==> config.mk <==
export PLATFORM = sky130hd
export DESIGN_NAME = ast_transmitter
export DESIGN_NICKNAME = d
export VERILOG_FILES = /design/src/ast_pkg.sv /design/src/ast_transmitter.sv
export SDC_FILE = /design/constraint.sdc
export NUM_CORES = 1
export LEC_CHECK = 0
export ABC_CLOCK_PERIOD_IN_PS = 4200
export BUFFER_PORTS_ARGS = -buffer_cell sky130_fd_sc_hd__buf_4
export CAP_MARGIN = 20
export CELL_PAD_IN_SITES_DETAIL_PLACEMENT = 1
export CELL_PAD_IN_SITES_GLOBAL_PLACEMENT = 1
export CORE_MARGIN = 1
export CORE_UTILIZATION = 51
export DETAILED_ROUTE_END_ITERATION = 6
export GPL_TIMING_DRIVEN = 1
export HOLD_SLACK_MARGIN = 0.02
export PLACE_DENSITY = 0.81
export SYNTH_ARGS = -nofsm -noshare
export SYNTH_HDL_FRONTEND = slang
export SYNTH_SLANG_ARGS = --single-unit
export TNS_END_PERCENT = 100
==> constraint.sdc <==
create_clock -name CLK -period 4.2 [get_ports CLK]
set_input_delay 0.84 -clock CLK [delete_from_list [all_inputs] [get_ports CLK]]
set_output_delay 0.84 -clock CLK [all_outputs]
set_load 0.02 [all_outputs]
==> src/ast_pkg.sv <==
package ast_pkg;
  localparam int ADDR_W = 8;
  localparam int DATA_W = 8;
  // Register offsets
  localparam logic [7:0] OFS_FLAGS = 8'h0c;
  localparam logic [7:0] OFS_PORT_CTRL = 8'h18;
  localparam logic [7:0] OFS_TX_BUFFER = 8'h19;
  localparam logic [7:0] OFS_ENABLES = 8'h8c;
  localparam logic [7:0] OFS_TX_STATUS_CONTROL = 8'h98;
  localparam logic [7:0] OFS_BAUD_DIVISOR = 8'h99;
  // Field positions
  localparam int BIT_CLOCK_SOURCE = 7;
  localparam int BIT_NINE_BIT_SELECT = 6;
  localparam int BIT_TRANSMIT_ENABLE = 5;
  localparam int BIT_SYNC_SELECT = 4;
  localparam int BIT_HIGH_SPEED_SELECT = 2;
  localparam int BIT_SHIFTER_EMPTY = 1;
  localparam int BIT_NINTH_DATA_BIT = 0;
  localparam int BIT_PORT_ENABLE = 7;
  localparam int BIT_TX_BUFFER_EMPTY = 4;
  localparam int BIT_TX_INTERRUPT_ENABLE = 4;
  // Reset values
  localparam logic [7:0] RST_TX_STATUS_CONTROL = 8'h02;
  localparam logic [7:0] RST_PORT_CTRL = 8'h00;
  localparam logic [7:0] RST_TX_BUFFER = 8'h00;
  localparam logic [7:0] RST_BAUD_DIVISOR = 8'h00;
  localparam logic [7:0] RST_FLAGS = 8'h00;
  localparam logic [7:0] RST_ENABLES = 8'h00;
  // Baud generator ticks per bit, less one (16 or 64 ticks), and data bits per frame
  localparam logic [5:0] TICKS_HIGH_SPEED = 6'h0f;
  localparam logic [5:0] TICKS_LOW_SPEED = 6'h3f;
  localparam logic [3:0] BITS_EIGHT = 4'h8;
  localparam logic [3:0] BITS_NINE = 4'h9;

  typedef enum logic [2:0] {
    ST_IDLE = 3'b000,
    ST_WAIT = 3'b001,
    ST_START = 3'b011,
    ST_DATA = 3'b010,
    ST_STOP = 3'b110
  } ast_state_e;

  typedef struct packed {
    logic clock_source;
    logic nine_bit_select;
    logic transmit_enable;
    logic sync_select;
    logic high_speed_select;
    logic ninth_data_bit;
  } ast_ctrl_s;
endpackage

==> src/ast_transmitter.sv <==
`timescale 1ns/1ps
`default_nettype none
// Notes on behaviour
// - Frame is NRZ: start bit, eight or nine data bits, one stop bit.
// - Data bits go out least significant bit first.
// - Transmitter runs independently; frame format and baud shared with receiver.
// - Dedicated 8-bit baud generator divides the clock.
// - Generator runs at 16x bit rate on high speed, else 64x.
// - Baud is clock/(64(X+1)) low speed, clock/(16(X+1)) high speed.
// - Writing the divisor clears the baud generator timer at once.
// - No parity hardware; software may send parity as ninth bit.
// - Asynchronous operation halts during sleep.
// - Asynchronous mode when sync select, control bit 4, is clear.
// - Shifter reloads only after stop bit, immediately if buffer full.
// - Buffer to shifter move takes one cycle, then empty flag rises.
// - Empty flag sets regardless of enable; only buffer write clears it.
// - Interrupt request passes only while interrupt enable bit 4 set.
// - Read-only shifter empty bit 1 set when shifter empty; no interrupt.
// - Shift register is not software accessible.
// - Setting transmit enable sets the buffer empty flag.
// - Character starts once buffer has data and a shift clock occurs.
// - Loading buffer then setting enable also starts transmission.
// - Write to empty shifter transfers at once, freeing buffer again.
// - Clearing enable aborts, resets transmitter, pin goes high impedance.
module ast_transmitter #(
  parameter int DIV_W = 8
) (
  input wire logic CLK,
  input wire logic SYS_RST,
  input wire logic SLEEP,
  input wire logic [7:0] ADDR,
  input wire logic [7:0] WDATA,
  input wire logic WR,
  input wire logic RD,
  output logic [7:0] RDATA,
  output logic TX_OUT,
  output logic TX_OE,
  output logic TX_INT_REQ
);
  // Elaboration-time refusal of widths the divisor map cannot serve
  if (DIV_W != 8) begin : g_bad_width
    $error("Baud generator width must be 8");
  end

  function automatic logic hit(input logic [7:0] a, input logic [7:0] o);
    hit = (a == o);
  endfunction

  ast_pkg::ast_ctrl_s ctrl;
  logic port_enable;
  logic tx_interrupt_enable;
  logic tx_buffer_empty_flag;
  logic [7:0] transmit_buffer;
  logic buffer_full;
  logic [DIV_W-1:0] baud_divisor;
  logic [DIV_W-1:0] baud_count;
  logic [5:0] prescale;
  logic bit_tick;
  ast_pkg::ast_state_e state;
  logic [8:0] tx_shift_register;
  logic [3:0] bit_count;
  logic shifter_empty_status;
  logic active;
  logic run;
  logic wr_buffer;
  logic wr_ctrl;
  logic wr_divisor;
  logic enable_rise;
  logic load_now;
  logic [5:0] ticks_per_bit;
  logic [3:0] data_bits;

  // Only the asynchronous transmitter path exists here
  assign active = ctrl.transmit_enable & port_enable
                & ~ctrl.sync_select;
  assign run = active & ~SLEEP;
  assign wr_buffer = WR & hit(ADDR, ast_pkg::OFS_TX_BUFFER);
  assign wr_ctrl = WR & hit(ADDR, ast_pkg::OFS_TX_STATUS_CONTROL);
  assign wr_divisor = WR & hit(ADDR, ast_pkg::OFS_BAUD_DIVISOR);
  assign enable_rise = wr_ctrl & ~ctrl.transmit_enable
                     & WDATA[ast_pkg::BIT_TRANSMIT_ENABLE];
  assign ticks_per_bit = ctrl.high_speed_select ? ast_pkg::TICKS_HIGH_SPEED
                       : ast_pkg::TICKS_LOW_SPEED;
  assign data_bits = ctrl.nine_bit_select ? ast_pkg::BITS_NINE
                   : ast_pkg::BITS_EIGHT;
  // Transfer when shifter empty, or right at the stop bit's end
  assign load_now = run & buffer_full
                  & ((state == ast_pkg::ST_IDLE)
                  | ((state == ast_pkg::ST_STOP) & bit_tick));

  // Control registers
  always_ff @(posedge CLK or posedge SYS_RST) begin
    if (SYS_RST) begin
      ctrl <= '0;
      port_enable <= 1'b0;
      tx_interrupt_enable <= 1'b0;
      baud_divisor <= ast_pkg::RST_BAUD_DIVISOR;
    end else if (WR) begin
      if (hit(ADDR, ast_pkg::OFS_TX_STATUS_CONTROL)) begin
        ctrl.clock_source <= WDATA[ast_pkg::BIT_CLOCK_SOURCE];
        ctrl.nine_bit_select <= WDATA[ast_pkg::BIT_NINE_BIT_SELECT];
        ctrl.transmit_enable <= WDATA[ast_pkg::BIT_TRANSMIT_ENABLE];
        ctrl.sync_select <= WDATA[ast_pkg::BIT_SYNC_SELECT];
        ctrl.high_speed_select <= WDATA[ast_pkg::BIT_HIGH_SPEED_SELECT];
        ctrl.ninth_data_bit <= WDATA[ast_pkg::BIT_NINTH_DATA_BIT];
      end
      if (hit(ADDR, ast_pkg::OFS_PORT_CTRL)) begin
        port_enable <= WDATA[ast_pkg::BIT_PORT_ENABLE];
      end
      if (hit(ADDR, ast_pkg::OFS_ENABLES)) begin
        tx_interrupt_enable <= WDATA[ast_pkg::BIT_TX_INTERRUPT_ENABLE];
      end
      if (wr_divisor) begin
        baud_divisor <= WDATA[DIV_W-1:0];
      end
    end
  end

  // Transmit buffer, one deep; a write over unsent data replaces it
  always_ff @(posedge CLK or posedge SYS_RST) begin
    if (SYS_RST) begin
      transmit_buffer <= ast_pkg::RST_TX_BUFFER;
      buffer_full <= 1'b0;
    end else if (wr_buffer) begin
      transmit_buffer <= WDATA;
      buffer_full <= 1'b1;
    end else if (load_now) begin
      buffer_full <= 1'b0;
    end
  end

  // Buffer empty flag: a buffer write in the transfer cycle leaves data
  // in the buffer, so the clear wins there on purpose
  always_ff @(posedge CLK or posedge SYS_RST) begin
    if (SYS_RST) begin
      tx_buffer_empty_flag <= 1'b0;
    end else if (wr_buffer) begin
      tx_buffer_empty_flag <= 1'b0;
    end else if (load_now) begin
      tx_buffer_empty_flag <= 1'b1;
    end else if (enable_rise & ~buffer_full) begin
      tx_buffer_empty_flag <= 1'b1;
    end
  end

  always_ff @(posedge CLK or posedge SYS_RST) begin
    if (SYS_RST) begin
      TX_INT_REQ <= 1'b0;
    end else begin
      TX_INT_REQ <= tx_buffer_empty_flag & tx_interrupt_enable;
    end
  end

  // Baud generator: reload counter then 16 or 64 ticks per bit
  always_ff @(posedge CLK or posedge SYS_RST) begin
    if (SYS_RST) begin
      baud_count <= '0;
      prescale <= '0;
      bit_tick <= 1'b0;
    end else if (wr_divisor) begin
      baud_count <= '0;
      prescale <= '0;
      bit_tick <= 1'b0;
    end else if (SLEEP) begin
      // Hold a pending tick so the frozen sequencer still sees it on wake
      bit_tick <= bit_tick;
    end else if (baud_count == '0) begin
      baud_count <= baud_divisor;
      if (prescale >= ticks_per_bit) begin
        prescale <= '0;
        bit_tick <= 1'b1;
      end else begin
        prescale <= prescale + 6'h01;
        bit_tick <= 1'b0;
      end
    end else begin
      baud_count <= baud_count - 8'h01;
      bit_tick <= 1'b0;
    end
  end

  // Frame sequencer; the shifter is never visible on the bus
  always_ff @(posedge CLK or posedge SYS_RST) begin
    if (SYS_RST) begin
      state <= ast_pkg::ST_IDLE;
      tx_shift_register <= '0;
      bit_count <= '0;
      TX_OUT <= 1'b1;
      shifter_empty_status <= 1'b1;
    end else if (!active) begin
      state <= ast_pkg::ST_IDLE;
      bit_count <= '0;
      TX_OUT <= 1'b1;
      shifter_empty_status <= 1'b1;
    end else if (!SLEEP) begin
      case (state)
        ast_pkg::ST_IDLE: begin
          TX_OUT <= 1'b1;
          if (load_now) begin
            tx_shift_register <= {ctrl.ninth_data_bit,
                                  transmit_buffer};
            shifter_empty_status <= 1'b0;
            state <= ast_pkg::ST_WAIT;
          end
        end
        ast_pkg::ST_WAIT: begin
          if (bit_tick) begin
            TX_OUT <= 1'b0;
            state <= ast_pkg::ST_START;
          end
        end
        ast_pkg::ST_START: begin
          if (bit_tick) begin
            TX_OUT <= tx_shift_register[0];
            tx_shift_register <= {1'b0, tx_shift_register[8:1]};
            bit_count <= 4'h1;
            state <= ast_pkg::ST_DATA;
          end
        end
        ast_pkg::ST_DATA: begin
          if (bit_tick) begin
            if (bit_count == data_bits) begin
              TX_OUT <= 1'b1;
              state <= ast_pkg::ST_STOP;
            end else begin
              TX_OUT <= tx_shift_register[0];
              tx_shift_register <= {1'b0, tx_shift_register[8:1]};
              bit_count <= bit_count + 4'h1;
            end
          end
        end
        ast_pkg::ST_STOP: begin
          if (bit_tick) begin
            if (load_now) begin
              // Back to back: start bit follows the stop bit directly
              tx_shift_register <= {ctrl.ninth_data_bit,
                                    transmit_buffer};
              TX_OUT <= 1'b0;
              state <= ast_pkg::ST_START;
            end else begin
              shifter_empty_status <= 1'b1;
              state <= ast_pkg::ST_IDLE;
            end
          end
        end
        default: begin
          state <= ast_pkg::ST_IDLE;
          TX_OUT <= 1'b1;
        end
      endcase
    end
  end

  always_ff @(posedge CLK or posedge SYS_RST) begin
    if (SYS_RST) begin
      TX_OE <= 1'b0;
    end else begin
      TX_OE <= active;
    end
  end

  // Read port: data valid the cycle after the strobe
  always_ff @(posedge CLK or posedge SYS_RST) begin
    if (SYS_RST) begin
      RDATA <= '0;
    end else if (RD) begin
      case (ADDR)
        ast_pkg::OFS_TX_STATUS_CONTROL: begin
          RDATA <= {ctrl.clock_source, ctrl.nine_bit_select,
                    ctrl.transmit_enable, ctrl.sync_select, 1'b0,
                    ctrl.high_speed_select, shifter_empty_status,
                    ctrl.ninth_data_bit};
        end
        ast_pkg::OFS_PORT_CTRL: begin
          RDATA <= {port_enable, 7'h00};
        end
        ast_pkg::OFS_TX_BUFFER: begin
          RDATA <= transmit_buffer;
        end
        ast_pkg::OFS_BAUD_DIVISOR: begin
          RDATA <= baud_divisor;
        end
        ast_pkg::OFS_FLAGS: begin
          RDATA <= {3'h0, tx_buffer_empty_flag, 4'h0};
        end
        ast_pkg::OFS_ENABLES: begin
          RDATA <= {3'h0, tx_interrupt_enable, 4'h0};
        end
        default: begin
          RDATA <= 8'h00;
        end
      endcase
    end else begin
      RDATA <= 8'h00;
    end
  end
endmodule
`default_nettype wire

==> reports/results.ini <==
[placement]
dp_hpwl_mm=6.40
placed_cells=456
gp_congestion=0.806
portBuffers=31

[detailed_routing]
ant_nets=0
first_iter_violations=156
wirelength_mm=9.54
drc=0
via_count=2859
wl_per_cell_um=20.2
via_per_inst=6.06
first_pass_iters=5

[critical_path]
slowest_stage=nand4_1
critPathRequiredTime_ns=4.44
path_buf_inv=1
crit_path_cell_trace=buf_4 -> nor4b_1 -> nand4_1 -> mux2_2
worstSetupEndpointType=flip-flop
crit-reg2reg-launch=state[1]
cp_top_family=simple AND/OR/NAND/NOR gates
startpoint=ADDR[1]
arrival_ns=2.79
crit_path_start_kind=primary input
critPathMaxFanout=13
r2r_cells=4
rrSetupSlack_ns=1.65
slowest_delay_ns=0.71
setup.worst_path.class=primary input to flip-flop
rr_endpoint=tx_shift_register[7]

[floorplanning]
die_y_um=86.3
start_util_pct=53.0
die_x_um=86.3
rows=30
fp.dieArea_mm2=0.00744
core_mm2=0.00683
ios=32

[sta]
drv_slew=0
fin_skew_ns=0.00575
rsz0062_at_grt=no
worst_pin_slew_ns=0.908
setup_viol=0
slew_headroom_pct=39.4
fin_crit_ns=2.56
worst_hold_slack_ns=0.513
final.setup.tns_ns=0
hold_viol=0
fin_crit_sh_pct=60.9
fmax_ghz=0.391

[power]
power_frac_seq_pct=44.8
clock_power_share_pct=41.7
comb_power_share_pct=13.5
irDropWorstVdd_uv=198
intPower_uw=1300
p_sw_uw=479
fin_total_pwr_uw=1780
p_per_area_mw_per_mm2=423
leakagePower_uw=0.00196
switching_share_pct=26.9

[synth]
synth_edf_count=0
synth_area_leaders=dfrtp_1 (46%), mux2_2 (12%), a21oi_1 (3.7%)
synth_cell_types=58
syn_nets=367
netlist_area_mm2=0.00362
yosysWarnings=0
ys_async_sr_fraction_pct=100
synth_seq_area_share_pct=47.7
synth.top_cell.area_share_pct=46.3
yosys_register_bits=69
synth_top_flop_cell=dfrtp_1
syn_avg_cell_area_um2=10.7
yosys.area.top_type=dfrtp_1
synthCells=340

[layout]
layout_commonest_cell=dfrtp_1
instances_no_fill=472
final_util_pct=61.5
antenna_cells=0
nNetsFinal=398
drive_gt1_share_pct=27.4
final_cell_mix=dfrtp_1 (67), mux2_2 (40), buf_4 (32)
area_growth_pct=16.1

[clock_network]
cts_tree=built
htreeDepth=3
root_buffer=clkbuf_8
postCtsSetupBuffers=0
cts_buffer_depth=2
clk_pin_slew_worst_paths_ns=0.07
cts_hold_buffers=0
cts_resized=0
cts-buffers-inserted=9
insertion_delay_ns=0.36
cts_sinks=69

[hold_path]
worstHoldPathCells=1
min_path_type=flip-flop to flip-flop
holdPathEnd=tx_shift_register[0]
hp-start=tx_shift_register[0]

[grt]
grt_pass1_vias=2981
grt_start_max_net_pins=43
overflow=0
track_usage_pct=28.5
grt_pass1_wl_mm=15.8
antenna_found_initial=0

[job]
drv_cap=0

[run_status]
status=completed

-- metrics by stage --
stage	setup slack [ns]	instance area, um2
2_1_floorplan	1.62	3620
3_3_place_gp	1.42	3930
3_5_place_dp	1.29	3930
4_1_cts	1.60	4200
5_1_grt	1.40	4200
6_report	1.64	4200
-- per-layer routing --
metal / routed length (um) / GRT usage (%)
met1: 4340 / 38.4
met5: 0 / 0
met3: 328 / 5.81
met4: 255 / 12.0
met2: 4620 / 45.0
-- worst max-delay path by stage --
stage,to,slack [ns],cells after the start
finish,baud_divisor[3],1.64,4
global route,tx_shift_register[7],1.40,4
global placement,baud_divisor[1],1.42,4
CTS,tx_shift_register[6],1.60,4
floorplan,RDATA[0],1.62,1
detailed placement,baud_divisor[4],1.29,4
-- Yosys cell counts, drive strengths merged (6+ instances only) --
master and n:
clkbuf 9, o21ai 13, nand3 14, nor2 24
mux2i 12, a21oi 27, mux2 40, inv 11
dfrtp 67, nor2b 6, ha 6, nand2 19
nand2b 6, nor3 9, and3 6
-- state kept, by name (all words and copies together), names as in the netlist, 3 cells and up --
name,count
transmit_buffer,8
RDATA,8
baud_divisor,8
baud_count,8
bit_count,4
state,3
tx_shift_register,9
prescale,6
ctrl,6
-- cell type report --
type	count	area, um2
clock buffer	10	138
clock inverter	6	134
fill	745	2630
inverter	11	41.3
multi-input combinational	248	1800
sequential	69	1730
tap	96	120
timing repair buffer	32	240
-- power by group through the flow --
stage	clock network, uW	registers, uW	logic, uW
floorplan	0	784	174
global placement	0	804	224
detailed placement	0	808	239
CTS	747	796	242
global route	774	806	274
finish	742	798	240
-- cell families (layout without fill, tap and decap cells) --
kind of cell | after synthesis | in the layout | share of synthesized area (%)
buf+inv | 23 | 59 | 2.52
xor+xnor | 1 | 1 | 0.242
mux | 53 | 53 | 16.4
flops | 69 | 69 | 47.7
simple gates | 117 | 117 | 18.1
compound gates | 71 | 71 | 13.0
fa+ha+maj | 6 | 6 | 2.07
Note: power is estimated with default switching activity, not from simulation.
